### src/include/udc_defines.svh
// udc_defines.svh: widths, count limits and phase lengths of the up/down counter pair
// assumes: included by the package and by both counter ends
`ifndef UDC_DEFINES_SVH
`define UDC_DEFINES_SVH

// counter width and characteristic states
`define UDC_W 4
`define UDC_ZERO 4'h0
`define UDC_BIN_MAX 4'hf
`define UDC_DEC_MAX 4'h9

// reset levels of the link lines
`define UDC_CLK_IDLE 1'b1
`define UDC_LOAD_IDLE 1'b1
`define UDC_CLEAR_IDLE 1'b0

// driving end phase lengths, in clk_i cycles, and the phase counter width in bits
`define UDC_LOW_CYC 4
`define UDC_HIGH_CYC 4
`define UDC_HOLD_CYC 2
`define UDC_GAP_CYC 2
`define UDC_CNT_W 4

`endif

### src/include/udc_pkg.sv
// udc_pkg.sv: types shared by the counter end, the driving end and the link
// assumes: udc_defines.svh is on the include path
`include "udc_defines.svh"

package udc_pkg;

    typedef logic [`UDC_W-1:0] udc_cnt_t;

    // requests of the driving end
    typedef enum logic [1:0] {UDC_OP_UP, UDC_OP_DOWN, UDC_OP_LOAD, UDC_OP_CLEAR} udc_op_e;

    // feedback wiring chosen at the driving end
    typedef enum logic [1:0] {UDC_MODE_FREE, UDC_MODE_LIMIT, UDC_MODE_DIVIDE} udc_mode_e;

    // driving end sequencer
    typedef enum logic [2:0] {UDC_ST_IDLE, UDC_ST_LOW, UDC_ST_STROBE, UDC_ST_GAP} udc_state_e;

    // edge sampler state
    typedef struct packed {
        logic last;
    } udc_edge_s;

    // counter end state
    typedef struct packed {
        udc_cnt_t count;
        logic up_term_n;
        logic down_term_n;
    } udc_dev_s;

    // driving end state
    typedef struct packed {
        udc_state_e state;
        logic [`UDC_CNT_W-1:0] cnt;
        logic up_clk;
        logic down_clk;
        logic load_n;
        logic clear;
        udc_cnt_t preset;
        logic pin_load_n;
        logic pin_clear;
        udc_cnt_t pin_preset;
        logic ready;
        udc_cnt_t seen;
    } udc_drv_s;

endpackage

### src/include/udc_if.sv
// udc_if.sv: link between the counter and the logic that drives it
// assumes: both ends share clk_i; the testbench instantiates and joins them
`timescale 1ns/10ps

interface udc_if;
    import udc_pkg::*;

    // count clocks, idle high
    logic up_count_clock;
    logic down_count_clock;
    // preset and clear
    logic preset_strobe_n;
    logic clear_input;
    udc_cnt_t preset_bits;
    // counter state and terminal outputs
    udc_cnt_t count;
    logic up_terminal_out_n;
    logic down_terminal_out_n;

    modport dev (
        input up_count_clock,
        input down_count_clock,
        input preset_strobe_n,
        input clear_input,
        input preset_bits,
        output count,
        output up_terminal_out_n,
        output down_terminal_out_n
    );

    modport drv (
        output up_count_clock,
        output down_count_clock,
        output preset_strobe_n,
        output clear_input,
        output preset_bits,
        input count,
        input up_terminal_out_n,
        input down_terminal_out_n
    );
endinterface

### src/core/udc_edge.sv
// udc_edge.sv: low-to-high detector for one count clock line
// assumes: the line is synchronous to clk_i
`timescale 1ns/10ps
`include "udc_defines.svh"

module udc_edge
    import udc_pkg::*;
(
    // clock and reset
    input wire logic clk_i,
    input wire logic rstn_i,
    // sampled line and its rising edge
    input wire logic line_i,
    output logic rise_o
);
    import udc_pkg::*;

    udc_edge_s s_ff;
    udc_edge_s nxt_s;

    // remember the level seen this cycle
    always_comb
    begin
        nxt_s = s_ff;
        nxt_s.last = line_i;
    end

    // idle level is high, so no rise is seen out of reset
    always_ff @(posedge clk_i)
    begin
        if (!rstn_i)
        begin
            s_ff <= '{last: `UDC_CLK_IDLE};
        end
        else
        begin
            s_ff <= nxt_s;
        end
    end

    // a rise is a high now after a low last cycle
    assign rise_o = line_i & ~s_ff.last;
endmodule

### src/core/udc_counter.sv
// udc_counter.sv: dual count clock up/down counter, decade or binary
// assumes: all link inputs are synchronous to clk_i; one clk_i domain
// assumes: the driving end keeps load and clear releases apart
`timescale 1ns/10ps
`include "udc_defines.svh"

// Contract
// - four bits, decade or binary sequence
// - count only on a count clock rise
// - driver pulses one clock, other held high
// - driver never holds both clocks low
// - all four bits change together
// - binary bits toggle by lower-bit steering
// - load low, clear low: preset copied
// - load release keeps preset, counting resumes
// - load high ignores preset inputs
// - clear high zeroes count, beats all
// - load and clear never released together
// - up terminal low: up clock low, max
// - down terminal low: down clock low, zero
// - terminals clock the next stage
// - terminals follow count after clear, preset
// - divider: down terminal drives load
// - decade up terminal on state nine
// - limited range: no wrap either way
// - limits via clear and load feedback
module udc_counter
    import udc_pkg::*;
#(
    parameter bit DECADE = 1'b0
)
(
    // clock and reset
    input wire logic clk_i,
    input wire logic rstn_i,
    // link to the driving logic
    udc_if.dev link,
    // user side view of the count
    output udc_pkg::udc_cnt_t count_o
);
    import udc_pkg::*;

    localparam udc_cnt_t TOP = DECADE ? `UDC_DEC_MAX : `UDC_BIN_MAX;

    // state register and count clock rise strobes
    udc_dev_s s_ff;
    udc_dev_s nxt_s;
    logic up_rise;
    logic down_rise;

    // highest state of the chosen variant
    function automatic logic at_top(input udc_cnt_t c);
        at_top = (c == TOP);
    endfunction

    // active low terminal: clock line low while the count sits on its end state
    function automatic logic term_n(input logic clk_line, input logic hit);
        term_n = ~(~clk_line & hit);
    endfunction

    // binary steering: a bit toggles when all lower bits agree with direction
    function automatic udc_cnt_t bin_step(input udc_cnt_t c, input logic up);
        logic carry;
        udc_cnt_t r;
        carry = 1'b1;
        r = c;
        for (int i = 0; i < `UDC_W; i++)
        begin
            r[i] = c[i] ^ carry;
            carry = carry & (up ? c[i] : ~c[i]);
        end
        bin_step = r;
    endfunction

    // decade up sequence; codes above nine fall back into the loop
    function automatic udc_cnt_t dec_up(input udc_cnt_t c);
        case (c)
            4'h0: dec_up = 4'h1;
            4'h1: dec_up = 4'h2;
            4'h2: dec_up = 4'h3;
            4'h3: dec_up = 4'h4;
            4'h4: dec_up = 4'h5;
            4'h5: dec_up = 4'h6;
            4'h6: dec_up = 4'h7;
            4'h7: dec_up = 4'h8;
            4'h8: dec_up = 4'h9;
            4'h9: dec_up = 4'h0;
            4'ha: dec_up = 4'hb;
            4'hb: dec_up = 4'h0;
            4'hc: dec_up = 4'hd;
            4'hd: dec_up = 4'h0;
            4'he: dec_up = 4'hf;
            4'hf: dec_up = 4'h0;
            default: dec_up = 4'h0;
        endcase
    endfunction

    // decade down sequence; codes above nine walk down to nine
    function automatic udc_cnt_t dec_down(input udc_cnt_t c);
        case (c)
            4'h0: dec_down = 4'h9;
            4'h1: dec_down = 4'h0;
            4'h2: dec_down = 4'h1;
            4'h3: dec_down = 4'h2;
            4'h4: dec_down = 4'h3;
            4'h5: dec_down = 4'h4;
            4'h6: dec_down = 4'h5;
            4'h7: dec_down = 4'h6;
            4'h8: dec_down = 4'h7;
            4'h9: dec_down = 4'h8;
            4'ha: dec_down = 4'h9;
            4'hb: dec_down = 4'ha;
            4'hc: dec_down = 4'hb;
            4'hd: dec_down = 4'hc;
            4'he: dec_down = 4'hd;
            4'hf: dec_down = 4'he;
            default: dec_down = 4'h9;
        endcase
    endfunction

    // next state of the sequence for one direction
    // both variants share priority and terminal logic
    function automatic udc_cnt_t step(input udc_cnt_t c, input logic up);
        if (DECADE)
        begin
            step = up ? dec_up(c) : dec_down(c);
        end
        else
        begin
            step = bin_step(c, up);
        end
    endfunction

    // rising edge of each count clock
    udc_edge u_up_edge (
        .clk_i(clk_i),
        .rstn_i(rstn_i),
        .line_i(link.up_count_clock),
        .rise_o(up_rise)
    );

    udc_edge u_down_edge (
        .clk_i(clk_i),
        .rstn_i(rstn_i),
        .line_i(link.down_count_clock),
        .rise_o(down_rise)
    );

    // count, preset and clear, then terminal decode from the new count
    // priority: clear, then load, then a single clock rise
    // a rise that meets clear or load is dropped, not remembered
    always_comb
    begin
        nxt_s = s_ff;
        if (link.clear_input)
        begin
            nxt_s.count = `UDC_ZERO;
        end
        else if (!link.preset_strobe_n)
        begin
            nxt_s.count = link.preset_bits;
        end
        else if (up_rise && !down_rise)
        begin
            // preset bits are not looked at on this path
            nxt_s.count = step(s_ff.count, 1'b1);
        end
        else if (down_rise && !up_rise)
        begin
            nxt_s.count = step(s_ff.count, 1'b0);
        end
        else
        begin
            // no edge, or both at once: hold
            nxt_s.count = s_ff.count;
        end
        // terminals track the new count and the present clock level
        // registered, so they follow a clock fall one clk_i cycle later
        nxt_s.up_term_n = term_n(link.up_count_clock, at_top(nxt_s.count));
        nxt_s.down_term_n = term_n(link.down_count_clock, nxt_s.count == `UDC_ZERO);
    end

    // all bits of the count move on one clk_i edge
    always_ff @(posedge clk_i)
    begin
        if (!rstn_i)
        begin
            // zero count, both terminals released
            s_ff <= '{
                count: `UDC_ZERO,
                up_term_n: 1'b1,
                down_term_n: 1'b1
            };
        end
        else
        begin
            s_ff <= nxt_s;
        end
    end

    // outputs straight from the state flops
    assign link.count = s_ff.count;
    assign link.up_terminal_out_n = s_ff.up_term_n;
    assign link.down_terminal_out_n = s_ff.down_term_n;
    assign count_o = s_ff.count;
endmodule

### src/flat_wrapper.sv
// flat-port wrapper written by rule: the top's interface ports become plain ports
module udc_counter_flat import udc_pkg::*;
#(
    parameter bit DECADE = 1'b0
)
  (clk_i, rstn_i, count_o, link_up_count_clock, link_down_count_clock, link_preset_strobe_n, link_clear_input, link_preset_bits, link_count, link_up_terminal_out_n, link_down_terminal_out_n);
  udc_if link_i ();
  input wire logic clk_i;
  input wire logic rstn_i;
  output udc_pkg::udc_cnt_t count_o;
  input wire logic [$bits(link_i.up_count_clock)-1:0] link_up_count_clock;
  input wire logic [$bits(link_i.down_count_clock)-1:0] link_down_count_clock;
  input wire logic [$bits(link_i.preset_strobe_n)-1:0] link_preset_strobe_n;
  input wire logic [$bits(link_i.clear_input)-1:0] link_clear_input;
  input wire logic [$bits(link_i.preset_bits)-1:0] link_preset_bits;
  output wire logic [$bits(link_i.count)-1:0] link_count;
  output wire logic [$bits(link_i.up_terminal_out_n)-1:0] link_up_terminal_out_n;
  output wire logic [$bits(link_i.down_terminal_out_n)-1:0] link_down_terminal_out_n;
  assign link_i.up_count_clock = link_up_count_clock;
  assign link_i.down_count_clock = link_down_count_clock;
  assign link_i.preset_strobe_n = link_preset_strobe_n;
  assign link_i.clear_input = link_clear_input;
  assign link_i.preset_bits = link_preset_bits;
  assign link_count = link_i.count;
  assign link_up_terminal_out_n = link_i.up_terminal_out_n;
  assign link_down_terminal_out_n = link_i.down_terminal_out_n;
  udc_counter #(.DECADE(DECADE)) u_core (.clk_i(clk_i), .rstn_i(rstn_i), .link(link_i), .count_o(count_o));
endmodule
### config.mk
export PLATFORM = sky130hd
export DESIGN_NAME = udc_counter_flat
export DESIGN_NICKNAME = d
export VERILOG_FILES = /design/src/include/udc_pkg.sv /design/src/include/udc_if.sv /design/src/core/udc_edge.sv /design/src/core/udc_counter.sv /design/src/flat_wrapper.sv
export VERILOG_INCLUDE_DIRS = /design/src /design/src/include
export SDC_FILE = /design/constraint.sdc
export NUM_CORES = 1
export LEC_CHECK = 0
export BUFFER_PORTS_ARGS = -buffer_cell sky130_fd_sc_hd__buf_2
export CAP_MARGIN = 15
export CORE_MARGIN = 3
export CORE_UTILIZATION = 40
export DETAILED_ROUTE_END_ITERATION = 6
export PLACE_DENSITY_LB_ADDON = 0.15
export REMOVE_ABC_BUFFERS = 1
export SETUP_SLACK_MARGIN = 0.15
export SYNTH_ARGS = -nofsm -noshare
export SYNTH_HDL_FRONTEND = slang
export SYNTH_HIERARCHICAL = 1
export SYNTH_SLANG_ARGS = --single-unit
### constraint.sdc
create_clock -name clk_i -period 2.3 [get_ports clk_i]
set_clock_uncertainty 0.05 [all_clocks]
set_input_delay 0.46 -clock clk_i [delete_from_list [all_inputs] [get_ports clk_i]]
set_output_delay 0.46 -clock clk_i [all_outputs]
set_load 0.005 [all_outputs]
==> impl_metrics.env, run 1 <==
export IMPL_whs_ns=0.382
export IMPL_fin_crit_ns=1.97
export IMPL_place_detailed_instances=86
export IMPL_dr_pass1_iters=1
export IMPL_synth_adder_area_share=0.0826
export IMPL_tritoncts="built"
export IMPL_cts_reportedPaths_clkPinSlew_ns=0.05
export IMPL_synth_ff_latch_count=8
export IMPL_cts_buffers=3
export IMPL_utilization=0.493
export IMPL_cell_repeated_most_along_the_worst_path="ha_1"
export IMPL_num_vias=455
export IMPL_design_power_total_uw=320
export IMPL_finalWeightedCongestion=0.738
export IMPL_dp_slack_ns=0.189
export IMPL_critPathMaxFanout=5
export IMPL_cts_root_buffer="clkbuf_4"
export IMPL_yosys_warnings=6
export IMPL_globalRoute_totalOverflow=0
export IMPL_highest_count_cells_in_the_layout_ignoring_fill_and_taps="19 x buf_2, 6 x dfxtp_1, 5 x nor3b_1"
export IMPL_boundaryPins=20
export IMPL_result_of_the_run="finished clean"
export IMPL_worstHoldPathCells=2
export IMPL_grt_start_max_net_pins=12
export IMPL_timing_reg2reg_worst_path_depth=7
export IMPL_static_leakage_power_nw=0.310
export IMPL_antenna_found_initial=0
export IMPL_synth_simple_gate_area_share=0.304
export IMPL_yosys_mux_area_fraction=0.0702
export IMPL_syn_area_um2=606
export IMPL_clock_tree_buffer_depth=2
export IMPL_total_wire_length_mm=1.09
export IMPL_worst_ep_required_time_ns=2.38
export IMPL_number_of_unique_standard_cell_types_used_by_synthesis=29
export IMPL_setup_worst_path_end_class="register"
export IMPL_cp_buffers_inverters=1
export IMPL_crit_path_cell_trace="inv_1, ha_1, ha_1, and3b_1, o21ai_0, o311ai_1, or4_1"
export IMPL_track_usage=0.126
export IMPL_hold_path_class="input pin to register"
export IMPL_dominant_combinational_cell_family_by_area_after_synthesis="simple AND/OR/NAND/NOR gates"
export IMPL_hold_viol=0
export IMPL_layout_commonest_cell="buf_2"
export IMPL_via_density=5.11
export IMPL_detailed_place_hpwl_um=861
export IMPL_core_area_um2=1370
export IMPL_clock_sink_count=8
export IMPL_drt_iter0_drc=0
export IMPL_hold_buffers=0
export IMPL_timing_setup_critical_path_class="register to register"
export IMPL_synth_top_cell_by_area="dfxtp_1"
export IMPL_drv_slew=0
export IMPL_post_route_period_util=0.858
export IMPL_non_filler_cells_in_the_finished_layout=89
export IMPL_number_of_gates_on_the_worst_path_with_buffers_counted=7
export IMPL_n_fill_cell=149
export IMPL_routed_wire_length_per_instance_um=12.2
export IMPL_setup_viol_count_final=0
export IMPL_critical_path_data_arrival_time_ns=2.05
export IMPL_timing_critical_path_slowest_cell_delay_ns=0.51
export IMPL_grt_pass1_vias=445
export IMPL_worst_slew_margin_rel=0.701
export IMPL_power_per_cell_area_nw_per_um2=476
export IMPL_overall_die_width_um=44.9
export IMPL_worst_slack_ns=0.327
export IMPL_synth_top_area_share=0.264
export IMPL_placedInstanceArea_um2=648
export IMPL_antenna_violating_nets_post_route=0
export IMPL_postLayoutCellArea_um2=673
export IMPL_ir_worst_vdd_uv=323
export IMPL_worst_path_max_delay_cell="or4_1"
export IMPL_number_of_standard_cells_after_synthesis=60
export IMPL_port_buffer_cells=19
export IMPL_synth_yosys_seq_area_share=0.264
export IMPL_synth_top_cells_by_area="dfxtp_1 26%, ha_1 8.3%, buf_4 6.2%, nor3b_1 6.2%, buf_6 5.6%"
export IMPL_worst_path_dominant_cell_family="simple AND/OR/NAND/NOR gates"
export IMPL_post_cts_setup_buffer_count=0
export IMPL_critical_path_startpoint_type="register"
export IMPL_synth_xor_xnor_area_share=0.0558
export IMPL_vertical_die_dimension_um=44.9
export IMPL_drcViolationCount=0
export IMPL_skew_pair_late_insertion_delay_ns=0.25
export IMPL_final_net_count=90
export IMPL_timing_fmax_mhz=507
export IMPL_die_area_um2=2020
export IMPL_layout_drive_gt1_share=0.419
export IMPL_grt_first_pass_wirelength_mm=1.85
export IMPL_area_growth_from_synthesis_to_layout_pct=11.2
export IMPL_initial_core_utilization=0.443
export IMPL_rows=13
export IMPL_drv_max_cap_violation_count=0
export IMPL_rsz0062_at_grt="no"
export IMPL_synth_compound_area_share=0.0868
export IMPL_post_synth_cell_area_avg_um2=10.1
export IMPL_cts_htree_levels=1
export IMPL_totalNegativeSetupSlack_ns=0
export IMPL_tightestPinTransition_ns=0.441
export IMPL_antenna_cells=0
[routing by layer]
layer | vias to the layer above | wire length, um | GRT usage
met5 | - | 0 | 0
met4 | 0 | 0 | 0.0175
met3 | 0 | 97 | 0.0677
met2 | 17 | 486 | 0.221
met1 | 201 | 505 | 0.138
li1 | 237 | - | -
[final cells by class]
cell class	count	area, um2	area share
clock buffer	3	22.5	0.0335
inverter	3	11.3	0.0167
multi-input combinational	41	363	0.539
tap	15	18.8	0.0279
timing repair buffer	19	95.1	0.141
sequential	8	163	0.242
[cell usage after synthesis]
library cell	number
o21ai_0	3
a2111oi_0	1
nand3b_1	1
xor3_2	1
or4_1	1
and3b_1	1
dfxtp_1	8
inv_1	3
or3b_2	1
nand2_1	1
and2b_1	1
nor2b_4	2
buf_4	5
a211o_1	1
buf_6	3
mux2i_4	1
nand2b_1	2
mux2i_1	2
a31oi_1	1
nor3b_1	5
o311ai_1	1
nor3_1	1
o21ai_1	1
ha_1	4
xnor2_1	1
nor2b_1	2
and2_1	3
and3b_2	2
nand4_1	1
[sequential cells by signal, summed over array words and instances (netlist names)]
signal and count:
u_core/count_o 4, u_core/link.down_terminal_out_n 1, u_core/link.up_terminal_out_n 1, u_core/u_down_edge/s_ff 1
u_core/u_up_edge/s_ff 1
[report_power, final]
| group | internal [mW] | switching (mW) |
|---|---|---|
| Clock | 0.0596 | 0.0455 |
| Combinational | 0.0351 | 0.0295 |
| Sequential | 0.145 | 0.00524 |
| Total | 0.240 | 0.0802 |
[final timing paths]
path / start / end / slack, ns
worst min register to register: u_core/count_o[3] / u_core/link.up_terminal_out_n / 0.65
worst min-delay path: link_down_count_clock / u_core/u_down_edge/s_ff / 0.38
worst max register to register: u_core/count_o[0] / u_core/link.down_terminal_out_n / 0.33
worst max-delay path: u_core/count_o[0] / u_core/link.down_terminal_out_n / 0.33
[timing repair]
item | 4_1_cts | 5_1_grt
resized for setup | 0 | 2
endpoints found under the hold margin | 0 | 0
setup endpoints to repair | 0 | 1
[worst reg2reg max path: stages, from the launching register on]
cell and delay, ns:
dfxtp_2 0.36, inv_1 0.05, ha_1 0.19, ha_1 0.17, and3b_1 0.19, o21ai_0 0.16, o311ai_1 0.17, or4_1 0.51
[cell families after synthesis]
logic type | Yosys count
adders and majority gates | 4
buffers and inverters | 11
xor gates and xnor gates | 2
muxes | 3
AOI/OAI and AO/OA | 8
and+or+nand+nor | 24
DFF | 8
(Power assumes the default switching activity.)
==> run 2: changes to the inputs <==
--- a/config.mk
+++ b/config.mk
@@ -6,6 +6,7 @@
 export SDC_FILE = /design/constraint.sdc
 export NUM_CORES = 1
 export LEC_CHECK = 0
+export ABC_AREA = 1
 export BUFFER_PORTS_ARGS = -buffer_cell sky130_fd_sc_hd__buf_2
 export CAP_MARGIN = 15
 export CORE_MARGIN = 3
==> run 2 against run 1 <==
Power up 3.6%. Worst setup slack better by 0.39 ns. Die area down 5.9%. Area after synthesis down 6.8%. Wire length down 2.8%. Sequential share of layout area about the same. Fmax up 25%. Clock-buffer cell count unchanged. Sequential power about the same. Design area down 1.7%. Largest power group unchanged.
==> impl_metrics.env, run 2 <==
export IMPL_grt_pass1_vias=430
export IMPL_rsz0062_at_grt="no"
export IMPL_routed_wire_length_per_instance_um=8.82
export IMPL_num_vias=506
export IMPL_tightestPinTransition_ns=0.236
export IMPL_yosys_cell_count_top_type="nand2_1"
export IMPL_layout_commonest_cell="buf_2"
export IMPL_crit_path_cell_trace="inv_1, ha_1, ha_1, nand3_1, nand3_1, nand2_1, nand2_1, nor2_1, nand2_1"
export IMPL_antenna_cells=0
export IMPL_synth_edff_count=0
export IMPL_timing_setup_critical_path_class="register to register"
export IMPL_synth_top_cell_by_area="dfxtp_1"
export IMPL_final_net_count=122
export IMPL_drv_max_cap_violation_count=0
export IMPL_worstHoldPathCells=2
export IMPL_cts_root_buffer="clkbuf_4"
export IMPL_critical_path_startpoint_type="register"
export IMPL_worst_path_max_delay_cell="dfxtp_1"
export IMPL_static_leakage_power_nw=0.369
export IMPL_timing_critical_path_to="u_core/link.up_terminal_out_n"
export IMPL_yosys_warnings=6
export IMPL_cts_htree_levels=1
export IMPL_highest_count_cells_in_the_layout_ignoring_fill_and_taps="19 x buf_2, 16 x nand2_1, 15 x nor2_1"
export IMPL_number_of_unique_standard_cell_types_used_by_synthesis=14
export IMPL_critical_path_data_arrival_time_ns=1.67
export IMPL_postCtsResizedCells=0
export IMPL_post_route_period_util=0.687
export IMPL_die_area_um2=1900
export IMPL_regToRegEndpoint="u_core/link.up_terminal_out_n"
export IMPL_synth_commonest_cells="16 x nand2_1, 15 x nor2_1, 14 x inv_1"
export IMPL_grt_first_pass_wirelength_mm=1.69
export IMPL_vertical_die_dimension_um=43.6
export IMPL_synth_ff_type="dfxtp_1"
export IMPL_totalNegativeSetupSlack_ns=0
export IMPL_number_of_standard_cells_after_synthesis=89
export IMPL_setup_worst_path_end_class="register"
export IMPL_whs_ns=0.339
export IMPL_boundaryPins=20
export IMPL_detailed_place_hpwl_um=882
export IMPL_drcViolationCount=0
export IMPL_setup_viol_count_final=0
export IMPL_globalRoute_totalOverflow=0
export IMPL_synth_yosys_seq_area_share=0.284
export IMPL_finalWeightedCongestion=0.749
export IMPL_synth_top_area_share=0.284
export IMPL_rows=12
export IMPL_cts_reportedPaths_clkPinSlew_ns=0.06
export IMPL_post_synth_cell_area_avg_um2=6.34
export IMPL_antenna_violating_nets_post_route=0
export IMPL_cell_repeated_most_along_the_worst_path="nand2_1"
export IMPL_tritoncts="built"
export IMPL_non_filler_cells_in_the_finished_layout=120
export IMPL_hold_buffers=0
export IMPL_launching_element_of_the_worst_setup_path="u_core/count_o[0]"
export IMPL_skew_pair_late_insertion_delay_ns=0.25
export IMPL_core_area_um2=1220
export IMPL_total_wire_length_mm=1.06
export IMPL_result_of_the_run="finished clean"
export IMPL_post_cts_setup_buffer_count=0
export IMPL_synth_top_cells_by_area="dfxtp_1 28%, nand2_1 11%, nor2_1 10%, inv_1 9.3%, ha_1 8.9%"
export IMPL_hold_viol=0
export IMPL_track_usage=0.122
export IMPL_synth_ff_latch_count=8
export IMPL_clock_sink_count=8
export IMPL_area_growth_from_synthesis_to_layout_pct=17.3
export IMPL_critPathMaxFanout=5
export IMPL_place_detailed_instances=117
export IMPL_reg2reg_from="u_core/count_o[0]"
export IMPL_via_density=4.22
export IMPL_drt_iter0_drc=7
export IMPL_overall_die_width_um=43.6
export IMPL_timing_reg2reg_worst_path_depth=9
export IMPL_power_per_cell_area_nw_per_um2=501
export IMPL_grt_start_max_net_pins=10
export IMPL_cts_buffers=3
export IMPL_syn_area_um2=564
export IMPL_layout_drive_gt1_share=0.321
export IMPL_largest_register_ffs=4
export IMPL_ir_worst_vdd_uv=288
export IMPL_fin_crit_ns=1.58
export IMPL_timing_fmax_mhz=633
export IMPL_hold_path_class="input pin to register"
export IMPL_worst_slew_margin_rel=0.841
export IMPL_initial_core_utilization=0.464
export IMPL_antenna_found_initial=0
export IMPL_clock_tree_buffer_depth=2
export IMPL_dr_pass1_iters=3
export IMPL_async_reset_ff_frac=0
export IMPL_port_buffer_cells=19
export IMPL_r2r_setup_slack_ns=0.72
export IMPL_timing_critical_path_slowest_cell_delay_ns=0.38
export IMPL_worst_ep_required_time_ns=2.39
export IMPL_drv_slew=0
[run 2: changes by cell type in the layout (fill, tap and decap cells not counted), sizes merged, moves of 2 or more]
cell    change
nor2b       -4
nor3b       -5
and2        -3
nor2       +20
nand2b      -2
nand2      +20
and3b       -3
mux2i       -3
inv        +13
nand3      +10
[run 2: layout make-up]
class / count / area [um2]
clock buffer: 3 / 22.5
fill: 125 / 554
inverter: 16 / 60.1
multi-input combinational: 60 / 307
sequential: 8 / 160
tap: 14 / 17.5
timing repair buffer: 19 / 95.1
[run 2: layer usage]
layer  vias to the layer above  track usage  share of wire
met5                         -            0              0
met3                         2       0.0249          0.061
met4                         0       0.0904         0.0057
met2                        14        0.163           0.38
met1                       190        0.168           0.55
li1                        300            -              -
[run 2: critical path, delay by kind of cell (launching register included)]
family                     cells  cell delay (ns)
and+or+nand+nor                6             0.51
adders and majority gates      2             0.46
DFF                            1             0.38
buffers and inverters          1             0.08
[run 2: logic make-up (layout without fill, tap and decap cells)]
kind of cell,count (synthesis),after routing,synth area share
AOI/OAI and AO/OA,5,5,0.0488
adders and majority gates,4,4,0.0887
buffers and inverters,21,38,0.173
DFF,8,8,0.284
and+or+nand+nor,51,51,0.406
[run 2: worst min-delay path by stage]
stage,endpoint,slack (ns),start
6_report,u_core/u_up_edge/s_ff,0.34,rstn_i
5_1_grt,u_core/u_down_edge/s_ff,0.36,rstn_i
4_1_cts,u_core/u_down_edge/s_ff,0.34,rstn_i
3_5_place_dp,u_core/u_down_edge/s_ff,0.61,rstn_i
3_3_place_gp,u_core/u_up_edge/s_ff,0.60,rstn_i
2_1_floorplan,u_core/u_down_edge/s_ff,0.48,rstn_i
[run 2: per-stage QoR]
stage | power, mW | util | worst slack (ns) | area, um2
6_report | 0.332 | 0.544 | 0.720 | 662
5_1_grt | 0.352 | 0.544 | 0.564 | 662
4_1_cts | 0.334 | 0.544 | 0.720 | 662
3_5_place_dp | 0.226 | 0.526 | 0.668 | 639
3_3_place_gp | 0.225 | 0.526 | 0.683 | 639
2_1_floorplan | 0.200 | - | 0.819 | 527
[run 2: power by group]
| part | internal, mW | switching [mW] |
|---|---|---|
| registers | 0.145 | 0.00433 |
| clock network | 0.0598 | 0.0494 |
| logic | 0.0308 | 0.0423 |
| total | 0.236 | 0.0960 |
==> run 3: changes to the inputs <==
--- a/config.mk
+++ b/config.mk
@@ -6,7 +6,7 @@
 export SDC_FILE = /design/constraint.sdc
 export NUM_CORES = 1
 export LEC_CHECK = 0
-export ABC_AREA = 1
+export ABC_AREA = 0
 export BUFFER_PORTS_ARGS = -buffer_cell sky130_fd_sc_hd__buf_2
 export CAP_MARGIN = 15
 export CORE_MARGIN = 3
==> constraint.sdc (replaced) <==
create_clock -name clk_i -period 1.6 [get_ports clk_i]
set_clock_uncertainty 0.05 [all_clocks]
set_input_delay 0.32 -clock clk_i [delete_from_list [all_inputs] [get_ports clk_i]]
set_output_delay 0.32 -clock clk_i [all_outputs]
set_load 0.005 [all_outputs]
==> run 3 against run 2 <==
The flow now finishes with violations (negative setup slack). Worst hold slack got worse by 0.10 ns. Sequential share of layout area fell by 5.1 points. Critical path type unchanged. Clock-buffer cell count did not move. Fmax fell by 13%. Highest routed layer unchanged.
==> impl_metrics.env, run 3 (same netlist as run 1, synthesis figures left out) <==
export IMPL_result_of_the_run="complete, but fails checks"
export IMPL_failed_checks="negative setup slack"
export IMPL_grt_start_max_net_pins=9
export IMPL_cts_buffers=3
export IMPL_num_vias=529
export IMPL_hold_buffers=0
export IMPL_setup_worst_path_end_class="register"
export IMPL_highest_count_cells_in_the_layout_ignoring_fill_and_taps="19 x buf_2, 15 x buf_4, 4 x nor3b_1, 4 x dfxtp_2, 4 x dfxtp_1"
export IMPL_area_growth_from_synthesis_to_layout_pct=42.8
export IMPL_rows=13
export IMPL_finalWeightedCongestion=0.755
export IMPL_layout_commonest_cell="buf_2"
export IMPL_routed_wire_length_per_instance_um=12.7
export IMPL_drv_max_cap_violation_count=0
export IMPL_clock_tree_buffer_depth=2
export IMPL_drt_iter0_drc=10
export IMPL_critPathMaxFanout=3
export IMPL_cts_htree_levels=1
export IMPL_grt_first_pass_wirelength_mm=2.07
export IMPL_core_area_um2=1370
export IMPL_hold_viol=0
export IMPL_launching_element_of_the_worst_setup_path="u_core/count_o[0]"
export IMPL_layout_drive_gt1_share=0.633
export IMPL_timing_setup_critical_path_class="register to register"
export IMPL_grt_pass1_vias=461
export IMPL_timing_critical_path_to="u_core/link.down_terminal_out_n"
export IMPL_static_leakage_power_nw=0.396
export IMPL_final_net_count=106
export IMPL_detailed_place_hpwl_um=955
export IMPL_via_density=5.04
export IMPL_setup_viol_count_final=4
export IMPL_cts_reportedPaths_clkPinSlew_ns=0.05
export IMPL_rsz0062_at_grt="yes"
export IMPL_drv_slew=0
export IMPL_skew_pair_late_insertion_delay_ns=0.25
export IMPL_regToRegEndpoint="u_core/link.down_terminal_out_n"
export IMPL_post_route_period_util=1.13
export IMPL_timing_fmax_mhz=551
export IMPL_worst_slack_ns=-0.216
export IMPL_ir_worst_vdd_uv=546
export IMPL_global_route_usage_met1=0.171
export IMPL_clock_sink_count=8
export IMPL_worst_slew_margin_rel=0.792
export IMPL_worst_ep_required_time_ns=1.68
export IMPL_overall_die_width_um=44.9
export IMPL_timing_reg2reg_worst_path_depth=5
export IMPL_antenna_violating_nets_post_route=0
export IMPL_dr_pass1_iters=4
export IMPL_hold_path_class="input pin to register"
export IMPL_track_usage=0.149
export IMPL_initial_core_utilization=0.443
export IMPL_boundaryPins=20
export IMPL_tightestPinTransition_ns=0.307
export IMPL_power_per_cell_area_nw_per_um2=592
export IMPL_port_buffer_cells=19
export IMPL_die_area_um2=2020
export IMPL_fin_crit_ns=1.82
export IMPL_totalNegativeSetupSlack_ns=-0.563
export IMPL_groute_layer_met2_usage=0.238
export IMPL_cts_root_buffer="clkbuf_4"
export IMPL_drcViolationCount=0
export IMPL_vertical_die_dimension_um=44.9
export IMPL_total_wire_length_mm=1.33
export IMPL_tritoncts="built"
export IMPL_r2r_setup_slack_ns=-0.22
export IMPL_globalRoute_totalOverflow=0
export IMPL_critical_path_startpoint_type="register"
export IMPL_whs_ns=0.236
export IMPL_reg2reg_from="u_core/count_o[0]"
export IMPL_design_power_total_uw=512
export IMPL_largest_register_ffs=4
export IMPL_met3_capacity_usage_during_global_routing=0.0797
export IMPL_critical_path_data_arrival_time_ns=1.89
export IMPL_antenna_cells=0
export IMPL_highest_utilization_routing_layer_at_the_global_route_stage="met2"
export IMPL_antenna_found_initial=0
## run 3: cell count changes in the layout (fill, tap and decap cells not counted), sizes merged, moves of 2 or more
cell	change
nand3	-10
nor2b	+4
mux2i	+3
nor3b	+5
nand2	-20
and3b	+3
inv	-13
and2	+3
nor2	-20
nand2b	+2
buf	+16
## run 3: critical path, stage by stage (launching register included)
cell	delay, ns
dfxtp_2	0.34
buf_4	0.11
xor3_2	0.43
mux2i_4	0.18
o21ai_1	0.08
or4_1	0.50
## run 3: worst min path at each step
stage                          startpoint                 endpoint  slack, ns  cells after the start
global route        link_down_count_clock  u_core/u_down_edge/s_ff       0.26                      2
global placement    link_down_count_clock  u_core/u_down_edge/s_ff       0.49                      2
finish              link_down_count_clock  u_core/u_down_edge/s_ff       0.24                      2
CTS                 link_down_count_clock  u_core/u_down_edge/s_ff       0.22                      2
detailed placement  link_down_count_clock  u_core/u_down_edge/s_ff       0.49                      2
floorplan                          rstn_i  u_core/u_down_edge/s_ff       0.34                      1
## run 3: repair_timing
item	in CTS	in global routing
endpoints found under the setup margin	5	6
pin swaps	7	1
setup buffers	6	0
gates resized for setup	10	8
## run 3: metrics by stage
step / util / instance area (um2) / setup slack, ns / cells
2_1_floorplan: - / 534 / -0.334 / 52
3_3_place_gp: 0.538 / 736 / -0.345 / 96
3_5_place_dp: 0.538 / 736 / -0.409 / 96
4_1_cts: 0.606 / 828 / -0.203 / 105
5_1_grt: 0.633 / 865 / -0.292 / 105
6_report: 0.633 / 865 / -0.216 / 105
## run 3: layout make-up
class                   count  area [um2]
repair buffers             35         228
multi-input cells          41         419
inverters                   3        11.3
clock buffers               3        22.5
flip-flops and latches      8         165
well taps                  15        18.8
fillers                   124         502
## run 3: routing by layer
metal,routed length [um],vias up
li1,-,270
met1,561,233
met2,636,24
met3,126,2
met4,8,0
met5,0,-
## run 3: power by group
part / internal, mW / switching, mW
sequential: 0.209 / 0.00690
combinational: 0.0839 / 0.0594
clock: 0.0857 / 0.0667
